File: src/verilog/rpctl_defines.svh
`ifndef RPCTL_DEFINES_SVH
`define RPCTL_DEFINES_SVH

// Configuration offsets (byte addresses)
`define RPCTL_OFS_CONTROL      8'hbc
`define RPCTL_OFS_STATUS       8'hc0

// Control field positions
`define RPCTL_CTL_CE_BIT       0
`define RPCTL_CTL_NFE_BIT      1
`define RPCTL_CTL_FE_BIT       2
`define RPCTL_CTL_PME_EN_BIT   3
`define RPCTL_CTL_RESET        16'h0000

// Status field positions
`define RPCTL_STS_RID_MSB      15
`define RPCTL_STS_FLAG_BIT     16
`define RPCTL_STS_PEND_BIT     17
`define RPCTL_STS_RESET        32'h00000000

// Default depth of the pending PME queue
`define RPCTL_PME_DEPTH        4

`endif

File: src/verilog/rpctl_pkg.sv
package rpctl_pkg;
  typedef logic [15:0] rpctl_rid_t;
  typedef enum logic [1:0] {
    RPCTL_SEV_CORR,
    RPCTL_SEV_NONFATAL,
    RPCTL_SEV_FATAL,
    RPCTL_SEV_NONE
  } rpctl_sev_t;
endpackage

File: src/verilog/rpctl_pme_if.sv
`timescale 1ns/1ps
// Carries the pending-PME queue traffic between the control logic and the queue
interface rpctl_pme_if;
  import rpctl_pkg::*;
  logic       push;
  rpctl_rid_t push_rid;
  logic       pop;
  rpctl_rid_t head_rid;
  logic       not_empty;
  logic       full;
  modport ctl (output push, output push_rid, output pop,
               input head_rid, input not_empty, input full);
  modport que (input push, input push_rid, input pop,
               output head_rid, output not_empty, output full);
endinterface

File: src/verilog/rpctl_pme_queue.sv
`timescale 1ns/1ps
`include "rpctl_defines.svh"
// Holds Pme_status_flag that arrive while the status flag is still set
module rpctl_pme_queue
  import rpctl_pkg::*;
#(
  parameter int DEPTH = `RPCTL_PME_DEPTH
) (
  input  wire logic i_clk,
  input  wire logic i_rst_b,
  rpctl_pme_if.que  q
);
  localparam int AW = (DEPTH > 1) ? $clog2(DEPTH) : 1;

  if (DEPTH < 1) begin : g_depth_chk
    $error("DEPTH must be at least 1");
  end

  rpctl_rid_t        mem [DEPTH];
  logic [AW-1:0]     rd_ptr;
  logic [AW-1:0]     wr_ptr;
  logic [AW:0]       count;
  logic [AW-1:0]     next_rd_ptr;
  logic [AW-1:0]     next_wr_ptr;
  logic [AW:0]       next_count;
  logic              do_push;
  logic              do_pop;

  function automatic logic [AW-1:0] inc(input logic [AW-1:0] p);
    inc = (p == AW'(DEPTH - 1)) ? '0 : p + AW'(1);
  endfunction

  always_comb begin
    do_pop      = q.pop && (count != '0);
    // A full queue drops the newest PME; the link can only hold so many
    do_push     = q.push && (count != (AW+1)'(DEPTH));
    next_rd_ptr = do_pop ? inc(rd_ptr) : rd_ptr;
    next_wr_ptr = do_push ? inc(wr_ptr) : wr_ptr;
    next_count  = count + (AW+1)'(do_push) - (AW+1)'(do_pop);
  end

  always_ff @(posedge i_clk or negedge i_rst_b) begin
    if (!i_rst_b) begin
      rd_ptr <= '0;
      wr_ptr <= '0;
      count  <= '0;
    end else begin
      rd_ptr <= next_rd_ptr;
      wr_ptr <= next_wr_ptr;
      count  <= next_count;
    end
  end

  always_ff @(posedge i_clk) begin
    if (do_push) begin
      mem[wr_ptr] <= q.push_rid;
    end
  end

  assign q.head_rid  = mem[rd_ptr];
  assign q.not_empty = (count != '0);
  assign q.full      = (count == (AW+1)'(DEPTH));
endmodule

File: src/verilog/rpctl_root_port.sv
// Overview of operation
// - With the PME interrupt enable clear, no interrupt results from a received PME.
// - With the PME interrupt enable set, a PME that sets the status flag raises the interrupt.
// - Setting the enable from 0 to 1 while the status flag is set also raises the interrupt.
// - Fatal errors from the port or its hierarchy raise a system error only when enabled.
// - Non-fatal errors from the port or its hierarchy raise a system error only when enabled.
// - Correctable errors from the port or its hierarchy raise a system error only when enabled.
// - The three severity enables alone decide system errors; there is no command-register enable.
// - A PME arriving while the status flag is set sets the pending flag and is queued, or is dropped if the queue is full.
// - Clearing the status flag with a PME queued re-sets the flag and loads the queued ID.
// - The pending flag clears itself when the queue is empty and is read-only.
// - A PME arriving with the status flag clear sets the flag and records the requestor ID.
// - Writing 1 clears the status flag, writing 0 leaves it, and later Pme_status_flag wait meanwhile.
// - The requestor ID of the PME that set the status flag is shown in a 16-bit read-only field.
`timescale 1ns/1ps
`include "rpctl_defines.svh"
module rpctl_root_port
  import rpctl_pkg::*;
#(
  parameter int PME_DEPTH = `RPCTL_PME_DEPTH
) (
  // Clock and reset
  input  wire logic        I_CORE_CLK,
  input  wire logic        I_RST_B,
  // Configuration access
  input  wire logic        I_CFG_WR,
  input  wire logic        I_CFG_RD,
  input  wire logic [7:0]  I_CFG_ADDR,
  input  wire logic [3:0]  I_CFG_BE,
  input  wire logic [31:0] I_CFG_WDATA,
  output logic      [31:0] O_CFG_RDATA,
  // PME messages from the hierarchy
  input  wire logic        I_PME_VALID,
  input  wire logic [15:0] I_PME_RID,
  // Error reports, one-cycle pulses, from the port or the hierarchy
  input  wire logic        I_ERR_FATAL,
  input  wire logic        I_ERR_NONFATAL,
  input  wire logic        I_ERR_CORR,
  // Event outputs
  output logic             O_PME_INT,
  output logic             O_INTERNAL_SYSTEM_ERROR
);
  // The queue needs at least one slot to hold a waiting PME
  if (PME_DEPTH < 1) begin : g_depth_chk
    $error("PME_DEPTH must be at least 1");
  end

  rpctl_pme_if pq();

  rpctl_pme_queue #(
    .DEPTH (PME_DEPTH)
  ) u_queue (
    .i_clk   (I_CORE_CLK),
    .i_rst_b (I_RST_B),
    .q       (pq.que)
  );

  // Control register fields
  logic        pme_interrupt_enable;
  logic        fatal_error_syserr_enable;
  logic        nonfatal_error_syserr_enable;
  logic        correctable_error_syserr_enable;
  logic        next_pme_interrupt_enable;
  logic        next_fatal_error_syserr_enable;
  logic        next_nonfatal_error_syserr_enable;
  logic        next_correctable_error_syserr_enable;

  // Status register fields
  logic        pme_status_flag;
  rpctl_rid_t  pme_requestor_id;
  logic        next_pme_status_flag;
  rpctl_rid_t  next_pme_requestor_id;

  // Outputs
  logic [31:0] next_cfg_rdata;
  logic        next_pme_int;
  logic        next_syserr;

  logic        wr_ctl;
  logic        wr_sts;
  logic        clear_req;
  logic        flag_after_clear;
  logic        pme_pending_flag;
  logic [15:0] ctl_word;
  logic [31:0] sts_word;

  function automatic logic hit(input logic [7:0] addr, input logic [7:0] ofs);
    hit = (addr[7:2] == ofs[7:2]);
  endfunction

  // Control register writes
  always_comb begin
    wr_ctl = I_CFG_WR && hit(I_CFG_ADDR, `RPCTL_OFS_CONTROL) && I_CFG_BE[0];
    next_pme_interrupt_enable            = pme_interrupt_enable;
    next_fatal_error_syserr_enable       = fatal_error_syserr_enable;
    next_nonfatal_error_syserr_enable    = nonfatal_error_syserr_enable;
    next_correctable_error_syserr_enable = correctable_error_syserr_enable;
    if (wr_ctl) begin
      next_pme_interrupt_enable            = I_CFG_WDATA[`RPCTL_CTL_PME_EN_BIT];
      next_fatal_error_syserr_enable       = I_CFG_WDATA[`RPCTL_CTL_FE_BIT];
      next_nonfatal_error_syserr_enable    = I_CFG_WDATA[`RPCTL_CTL_NFE_BIT];
      next_correctable_error_syserr_enable = I_CFG_WDATA[`RPCTL_CTL_CE_BIT];
    end
  end

  always_ff @(posedge I_CORE_CLK or negedge I_RST_B) begin
    if (!I_RST_B) begin
      pme_interrupt_enable            <= 1'b0;
      fatal_error_syserr_enable       <= 1'b0;
      nonfatal_error_syserr_enable    <= 1'b0;
      correctable_error_syserr_enable <= 1'b0;
    end else begin
      pme_interrupt_enable            <= next_pme_interrupt_enable;
      fatal_error_syserr_enable       <= next_fatal_error_syserr_enable;
      nonfatal_error_syserr_enable    <= next_nonfatal_error_syserr_enable;
      correctable_error_syserr_enable <= next_correctable_error_syserr_enable;
    end
  end

  // PME status, requestor ID and the queue of waiting Pme_status_flag
  always_comb begin
    wr_sts    = I_CFG_WR && hit(I_CFG_ADDR, `RPCTL_OFS_STATUS) && I_CFG_BE[2];
    clear_req = wr_sts && I_CFG_WDATA[`RPCTL_STS_FLAG_BIT] && pme_status_flag;
    flag_after_clear      = pme_status_flag && !clear_req;
    next_pme_status_flag  = flag_after_clear;
    next_pme_requestor_id = pme_requestor_id;
    pq.pop                = 1'b0;
    pq.push               = 1'b0;
    pq.push_rid           = I_PME_RID;
    if (!flag_after_clear && pq.not_empty) begin
      // Oldest queued PME goes first; a new arrival this cycle queues behind it unless the queue was full
      next_pme_status_flag  = 1'b1;
      next_pme_requestor_id = pq.head_rid;
      pq.pop                = 1'b1;
      pq.push               = I_PME_VALID;
    end else if (!flag_after_clear && I_PME_VALID) begin
      next_pme_status_flag  = 1'b1;
      next_pme_requestor_id = I_PME_RID;
    end else if (I_PME_VALID) begin
      // Status still set: hold the new PME rather than overwrite the ID
      pq.push = 1'b1;
    end
  end

  always_ff @(posedge I_CORE_CLK or negedge I_RST_B) begin
    if (!I_RST_B) begin
      pme_status_flag  <= 1'b0;
      pme_requestor_id <= 16'h0000;
    end else begin
      pme_status_flag  <= next_pme_status_flag;
      pme_requestor_id <= next_pme_requestor_id;
    end
  end

  // Pending is derived from queue occupancy, so it drops by itself
  assign pme_pending_flag = pq.not_empty;

  // Read data, interrupt and system error
  always_comb begin
    ctl_word = `RPCTL_CTL_RESET;
    ctl_word[`RPCTL_CTL_PME_EN_BIT] = pme_interrupt_enable;
    ctl_word[`RPCTL_CTL_FE_BIT]    = fatal_error_syserr_enable;
    ctl_word[`RPCTL_CTL_NFE_BIT]   = nonfatal_error_syserr_enable;
    ctl_word[`RPCTL_CTL_CE_BIT]    = correctable_error_syserr_enable;
    sts_word = `RPCTL_STS_RESET;
    sts_word[`RPCTL_STS_RID_MSB:0] = pme_requestor_id;
    sts_word[`RPCTL_STS_FLAG_BIT]  = pme_status_flag;
    sts_word[`RPCTL_STS_PEND_BIT]  = pme_pending_flag;
    next_cfg_rdata = O_CFG_RDATA;
    if (I_CFG_RD) begin
      if (hit(I_CFG_ADDR, `RPCTL_OFS_CONTROL)) begin
        next_cfg_rdata = {16'h0000, ctl_word};
      end else if (hit(I_CFG_ADDR, `RPCTL_OFS_STATUS)) begin
        next_cfg_rdata = sts_word;
      end else begin
        next_cfg_rdata = 32'h00000000;
      end
    end
    // Level request: covers a new status with enable set and enable rising
    // over an already set status, and drops when either goes away
    next_pme_int = next_pme_interrupt_enable && next_pme_status_flag;
    // Severity enables alone gate errors; no command-register enable exists here
    next_syserr = (I_ERR_FATAL && fatal_error_syserr_enable)
               || (I_ERR_NONFATAL && nonfatal_error_syserr_enable)
               || (I_ERR_CORR && correctable_error_syserr_enable);
  end

  always_ff @(posedge I_CORE_CLK or negedge I_RST_B) begin
    if (!I_RST_B) begin
      O_CFG_RDATA             <= 32'h00000000;
      O_PME_INT               <= 1'b0;
      O_INTERNAL_SYSTEM_ERROR <= 1'b0;
    end else begin
      O_CFG_RDATA             <= next_cfg_rdata;
      O_PME_INT               <= next_pme_int;
      O_INTERNAL_SYSTEM_ERROR <= next_syserr;
    end
  end
endmodule

File: config.mk
export PLATFORM = sky130hd
export DESIGN_NAME = rpctl_root_port
export DESIGN_NICKNAME = d
export VERILOG_FILES = /design/src/verilog/rpctl_pkg.sv /design/src/verilog/rpctl_pme_if.sv /design/src/verilog/rpctl_pme_queue.sv /design/src/verilog/rpctl_root_port.sv
export VERILOG_INCLUDE_DIRS = /design/src /design/src/verilog
export SDC_FILE = /design/constraint.sdc
export NUM_CORES = 1
export LEC_CHECK = 0
export BUFFER_PORTS_ARGS = -buffer_cell sky130_fd_sc_hd__buf_2
export CAP_MARGIN = 25
export CELL_PAD_IN_SITES_DETAIL_PLACEMENT = 0
export CELL_PAD_IN_SITES_GLOBAL_PLACEMENT = 1
export CORE_MARGIN = 2
export CORE_UTILIZATION = 44
export CTS_CLUSTER_DIAMETER = 80
export DETAILED_ROUTE_END_ITERATION = 8
export MAX_ROUTING_LAYER = met4
export PLACE_DENSITY = 0.85
export SLEW_MARGIN = 10
export SYNTH_ARGS = -nofsm -noshare
export SYNTH_HDL_FRONTEND = slang
export SYNTH_SLANG_ARGS = --single-unit
File: constraint.sdc
create_clock -name I_CORE_CLK -period 3.2 [get_ports I_CORE_CLK]
set_clock_uncertainty 0.2 [all_clocks]
set_input_delay 0.96 -clock I_CORE_CLK [delete_from_list [all_inputs] [get_ports I_CORE_CLK]]
set_output_delay 0.96 -clock I_CORE_CLK [all_outputs]
set_load 0.01 [all_outputs]
* Yosys cells after proc, flatten, opt, wreduce, memory -nomap -nowiden
Memories as Yosys holds them, arrays and structs flattened.
Cells that the tools add are included.
** Cells by class
- Add/subtract/negate cells :: 4
- Equal/unequal tests :: 5
- Multiplexer cells :: 15
- Reductions and logical operators :: 21
** Operators by type and width (count)
- two-way mux 18 bit :: 2
- two-way mux 16 bit :: 2
- logical AND 1 bit :: 15
- == test 6 bit (second input constant) :: 2
- two-way mux 1 bit :: 9
- adder 2 x 1 -> 2 bit (second input constant) :: 2
- == test 2 bit (second input constant) :: 2
- two-way mux 2 bit :: 2
- adder 3 x 1 -> 3 bit :: 1
- inequality test 3 bit (second input constant) :: 1
- nonzero test 3 bit :: 1
- subtractor 3 x 1 -> 3 bit :: 1
- zero test 1 bit :: 2
- logical OR 1 bit :: 2
- nonzero test 2 bit :: 1
** Storage, ports and cells
- Register bits :: 62
- Memory bits (writable) :: 64
- Output and inout bits :: 34
- Logic and storage cells :: 58
- Memories kept :: 1
** Memories
- u_queue.mem :: words 4, width 16, read ports 1, clocked after Yosys merged registers in 0, write ports 1, line rpctl_pme_queue.sv:19 : rpctl_rid_t mem [DEPTH];

* Logic depth before layout (Yosys ltp)
- Word-level depth :: 14
- Gate-level depth with buffers :: 9
- Depth with buffers taken out :: 9

* Cells and area by module
Synthesis repeated with hierarchy kept, for this count alone.
** Second synthesis, totals
- Cells, all modules :: 388
- Area total of the unflattened synthesis :: 5253.8 um^2
** By module, submodules not included
- rpctl_pme_queue :: instances 1, cells each 123, area each 2817.7 um^2
- rpctl_root_port :: instances 1, cells each 265, area each 2436.1 um^2

* Worst setup path after synthesis
Ideal clock, no wire load.
- Path kind :: in2reg
- Start point :: input I_CFG_WDATA[16]
- End point :: register u_queue.count[2]
- Library setup time :: 0.123 ns
- Arrival time :: 2.710 ns
- Data required time :: 2.877 ns
- Slack :: 0.168 ns
- Stages on the path :: 9
- Cell sequence :: and3_1 > a31oi_2 > nor2_1 > ha_1 > inv_1 > ha_1 > fa_1 > xnor2_1 > xnor2_1
** Between the ends
- Elaborated cells between the ends (all ways) :: 14
- Classes of those cells :: add/sub: 2; mux: 3; reduce/logical: 9
** RTL lines
- start, declared :: line rpctl_root_port.sv:30 : input wire logic [31:0] I_CFG_WDATA,
- logical AND 1 bit (2 in a row) :: line rpctl_root_port.sv:123 : clear_req = wr_sts && I_CFG_WDATA[`RPCTL_STS_FLAG_BIT] && pme_status_flag;
- zero test 1 bit :: line rpctl_root_port.sv:124 : flag_after_clear = pme_status_flag && !clear_req;
- logical AND 1 bit :: line rpctl_root_port.sv:124
- zero test 1 bit :: line rpctl_root_port.sv:130 : if (!flag_after_clear && pq.not_empty) begin
- logical AND 1 bit :: line rpctl_root_port.sv:130
- two-way mux 1 bit :: line rpctl_root_port.sv:130
- logical AND 1 bit :: line rpctl_pme_queue.sv:34 : do_pop = q.pop && (count != '0);
- net u_queue.do_pop :: line rpctl_pme_queue.sv:27 : logic do_pop;
- subtractor 3 x 1 -> 3 bit :: line rpctl_pme_queue.sv:39 : next_count = count + (AW+1)'(do_push) - (AW+1)'(do_pop);
- net u_queue.next_count[2] :: line rpctl_pme_queue.sv:25 : logic [AW:0] next_count;
- end signal, assigned :: line rpctl_pme_queue.sv:50 : count <= next_count;
- end, declared :: line rpctl_pme_queue.sv:22 : logic [AW:0] count;
The timed path passes the listed nets, and every way through them passes these cells.
A chain may end at the register's enable or synchronous reset.

* Worst setup path in the final report
- Start point :: input I_CFG_ADDR[3]
- End point :: register u_queue.count[2]
** Between the ends
- Cells in the longest elaborated chain, start to end :: 14
- Elaborated cells between the ends (all ways) :: 17
- Classes of those cells :: add/sub: 2; eq/ne: 1; mux: 3; reduce/logical: 11
** RTL lines
- start, declared :: line rpctl_root_port.sv:28 : input wire logic [7:0] I_CFG_ADDR,
- == test 6 bit * :: line rpctl_root_port.sv:88 : hit = (addr[7:2] == ofs[7:2]);
- logical AND 1 bit * (2 in a row) :: line rpctl_root_port.sv:122 : wr_sts = I_CFG_WR && hit(I_CFG_ADDR, `RPCTL_OFS_STATUS) && I_CFG_BE[2];
- logical AND 1 bit * (2 in a row) :: line rpctl_root_port.sv:123
- zero test 1 bit * :: line rpctl_root_port.sv:124
- logical AND 1 bit * :: line rpctl_root_port.sv:124
- zero test 1 bit * :: line rpctl_root_port.sv:130, rpctl_root_port.sv:136
- logical AND 1 bit :: line rpctl_root_port.sv:136 : end else if (!flag_after_clear && I_PME_VALID) begin
- two-way mux 1 bit :: line rpctl_root_port.sv:136
- two-way mux 1 bit * :: line rpctl_root_port.sv:130
- logical AND 1 bit * :: line rpctl_pme_queue.sv:36 : do_push = q.push && (count != (AW+1)'(DEPTH));
- net u_queue.do_push :: line rpctl_pme_queue.sv:26 : logic do_push;
- adder 3 x 1 -> 3 bit * :: line rpctl_pme_queue.sv:39
- subtractor 3 x 1 -> 3 bit * :: line rpctl_pme_queue.sv:39
- net u_queue.next_count[2] :: line rpctl_pme_queue.sv:25
Mark *: on every way through the listed nets, which the timed path passes. The rest lies on a longest branch.

==> results by group <==
Run status
  • Run status: complete, no violations

Route
  • Total Wirelength: around 8600 um
  • Vias per cell: between 4 and 5
  • 1st-pass router iterations: 4
  • Drt first-iter violations: 108
  • Routed length per instance: 15.9 um
  • # DRC: 0
  • Antenna Nets Post-Route: 0
  • Vias: 2682

Floorplanning
  • Die area: about 12000 um2
  • Row cnt: 38
  • Die span in y: 109 um
  • Initial Utilization: 45.0%
  • Die W: around 110 um
  • Core footprint: ~11000 um2
  • Num ports: 102

Clock tree
  • Reg clk slew, reported paths: 0.10 ns
  • Clk root buf: clkbuf_8
  • Cts repair resizes: 0
  • Htree depth: 3
  • TritonCTS clock tree: built
  • CTS Hold Bufs: 0
  • Post-CTS setup buffer count: 0
  • Clock net sink count: 112
  • Clock latency on the worst-skew pair: 0.37 ns
  • Max clock buf depth: 2
  • Inserted Clock Buffers: 9

Yosys
  • Sequential area share after synthesis: 64.3%
  • Gate Count Post-Synth: 330
  • Flops & latches, synth: between 100 and 150
  • Synth top cells by count: edfxtp_1 (64), dfrtp_1 (48), a21oi_1 (22), inv_1 (22), nand2_1 (19)
  • Post-Syn Area: around 4900 um2
  • Most frequent cell after synthesis: edfxtp_1
  • Largest family of logic cells by synthesized area: multiplexers
  • EDFF count, synth: 64
  • YS warnings: 0
  • Synth top area share: 39.6%
  • Top cells by area, synth: edfxtp_1 (40%), dfrtp_1 (25%), mux4_2 (7.4%), mux2_4 (3.7%), mux2_2 (2.6%)
  • Compound-Gate Fraction of Synth Area: 5.39%
  • Post-synthesis simple-gate area fraction: under 10%
  • Post-synthesis mux area share: ~14%
  • Largest area contributor in the netlist: edfxtp_1
  • Adder-Cell Fraction of Synth Area: approximately 2.2%
  • Synth Area per Inst: around 15 um2
  • Main synth FF type: edfxtp_1
  • Ys async rst share: roughly 43%
  • Synth Area in XOR/XNOR: less than 1%
  • Synth cell types: 38

STA
  • Setup violators final: 0
  • Slew headroom: a little under two fifths
  • Max Fclk: between 0.3 and 0.4 GHz
  • Hold Fails Final Rpt: 0
  • Tcrit/Tclk final: a little under nine tenths
  • Setup TNS: 0 ns
  • Final Max Tran Viols: 0
  • Tightest Pin Transition: between 0.9 and 1 ns
  • Post-layout min period: ~2.7 ns
  • RSZ-0062 raised after global routing: false
  • Hold_ws: around 0.32 ns

Critical path
  • Critical path class: in -> reg
  • Critical Path RT: about 3.3 ns
  • CP arrival: about 2.8 ns
  • Worst-path fanout max: 6
  • CP cell instances: buf_2 -> nor4_4 -> a31oi_1 -> o31a_1 -> ha_1 -> fa_1 -> xnor2_1 -> xnor2_1
  • Crit end category: flop
  • Worst Setup Start Kind: input pin
  • Max incr delay on CP: around 0.38 ns
  • Most frequent CP cell: xnor2_1
  • FF-to-FF setup slack: between 0.5 and 0.6 ns
  • Slowest cell on crit path: fa_1

Finish
  • Nets: roughly 470
  • Share of layout cells above drive strength 1: a little under a third
  • FILL cells: between 900 and 1000
  • Syn-to-layout area delta: 12.2%
  • Final Util: 50.5%

Global route
  • Largest net degree at the start of global routing: 37
  • Initial antenna violation count: 1
  • First-pass GRT wire length: 14000 um
  • Total congestion overflow: 0
  • Gr usage total: roughly 16%
  • Vias in the first global route: approximately 2800

Power
  • P_leak: ~2.2 nW
  • IR drop worst, VDD: 0.248 mV
  • Power per Cell Area: between 600 and 700 nW/um2
  • Final Power: between 3 and 4 mW

Flow run
  • Total of max-cap violations: 0

Hold path
  • Hold Path Class: reg -> reg

Placement
  • Final Wtd Congestion: roughly 0.72
  • Port Buf Inserts: 56
  • DP HPWL: approximately 6000 um
final cells by class:
cell class | count | area, um2 | share of cell area (%)
diodes | 1 | 2.50 | 0.0460
clock buffers | 11 | 131 | 2.41
clock inverters | 5 | 81.3 | 1.49
inverters | 23 | 86.3 | 1.59
multi-input cells | 180 | 1490 | 27.3
flip-flops and latches | 112 | 3120 | 57.4
well taps | 140 | 175 | 3.22
repair buffers | 65 | 360 | 6.62
final timing paths:
check,startpoint,end,depth (start not counted)
min reg2reg,pme_requestor_id[4]$_DFFE_PN0P_,O_CFG_RDATA[4]$_DFFE_PN0P_,2
max,I_CFG_ADDR[3],u_queue.count[2]$_DFF_PN0_,8
max in group asynchronous,I_RST_B,pme_requestor_id[6]$_DFFE_PN0P_,2
max reg2reg,pme_status_flag$_DFF_PN0_,u_queue.count[2]$_DFF_PN0_,9
min in group asynchronous,I_RST_B,O_CFG_RDATA[13]$_DFFE_PN0P_,1
min,pme_requestor_id[4]$_DFFE_PN0P_,O_CFG_RDATA[4]$_DFFE_PN0P_,2
registers in the layout (all words and copies together), names as in the netlist, 2 cells and up:
name              cells
O_CFG_RDATA          18
pme_requestor_id     16
u_queue.count         3
u_queue.mem          64
u_queue.rd_ptr        2
u_queue.wr_ptr        2
worst max-delay path: cells and delay by family:
kind,cells,cell delay [ns]
adders and majority gates,2,0.63
AOI/OAI and AO/OA,2,0.45
and+or+nand+nor,1,0.34
xor gates and xnor gates,2,0.31
buffers and inverters,1,0.12
layer usage:
metal	GRT usage (%)	share of wire, %	vias to the layer above
met5	-	0	-
met4	4.76	1.6	0
met3	3.83	6.5	10
met2	26.4	48	77
met1	20.7	44	1315
li1	-	-	1280
through the flow:
step / setup slack, ns / instance area [um2] / instances
CTS: 0.459 / 5440 / 536
floorplan: 0.168 / 4900 / 343
global route: 0.312 / 5450 / 537
finish: 0.472 / 5450 / 537
detailed placement: 0.0692 / 5230 / 520
global placement: 0.123 / 5230 / 520
cell families after synthesis:
| kind of cell | count (synthesis) |
|---|---|
| compound gates | 46 |
| xor+xnor | 2 |
| fa+ha+maj | 8 |
| buf+inv | 51 |
| flops | 112 |
| mux | 39 |
| other cells | 1 |
| simple gates | 71 |
layout by cell type, fill, tap and decap left out, types with 2 or more instances in the layout:
cell,netlist,routed
a21oi_1,22,22
a22oi_1,4,4
and2_1,7,7
buf_2,4,56
buf_4,14,8
bufinv_16,0,2
clkbuf_1,4,2
clkbuf_8,0,9
clkinv_1,1,2
clkinv_4,0,2
conb_1,1,14
dfrtp_1,48,48
edfxtp_1,64,64
ha_1,7,7
inv_1,22,22
mux2_2,11,11
mux2_4,12,12
mux4_2,16,16
nand2_1,19,19
nand2b_1,4,4
nand3_1,14,14
nor2_1,18,18
nor3_2,2,2
o21ai_0,15,15
xnor2_1,2,2
where the power goes:
group	total (mW)	leakage, nW	switching [mW]	internal [mW]
combinational	0.655	0.909	0.389	0.266
clock	0.884	0.105	0.442	0.442
sequential	1.86	1.23	0.0855	1.77
(Power assumes the default switching activity.)
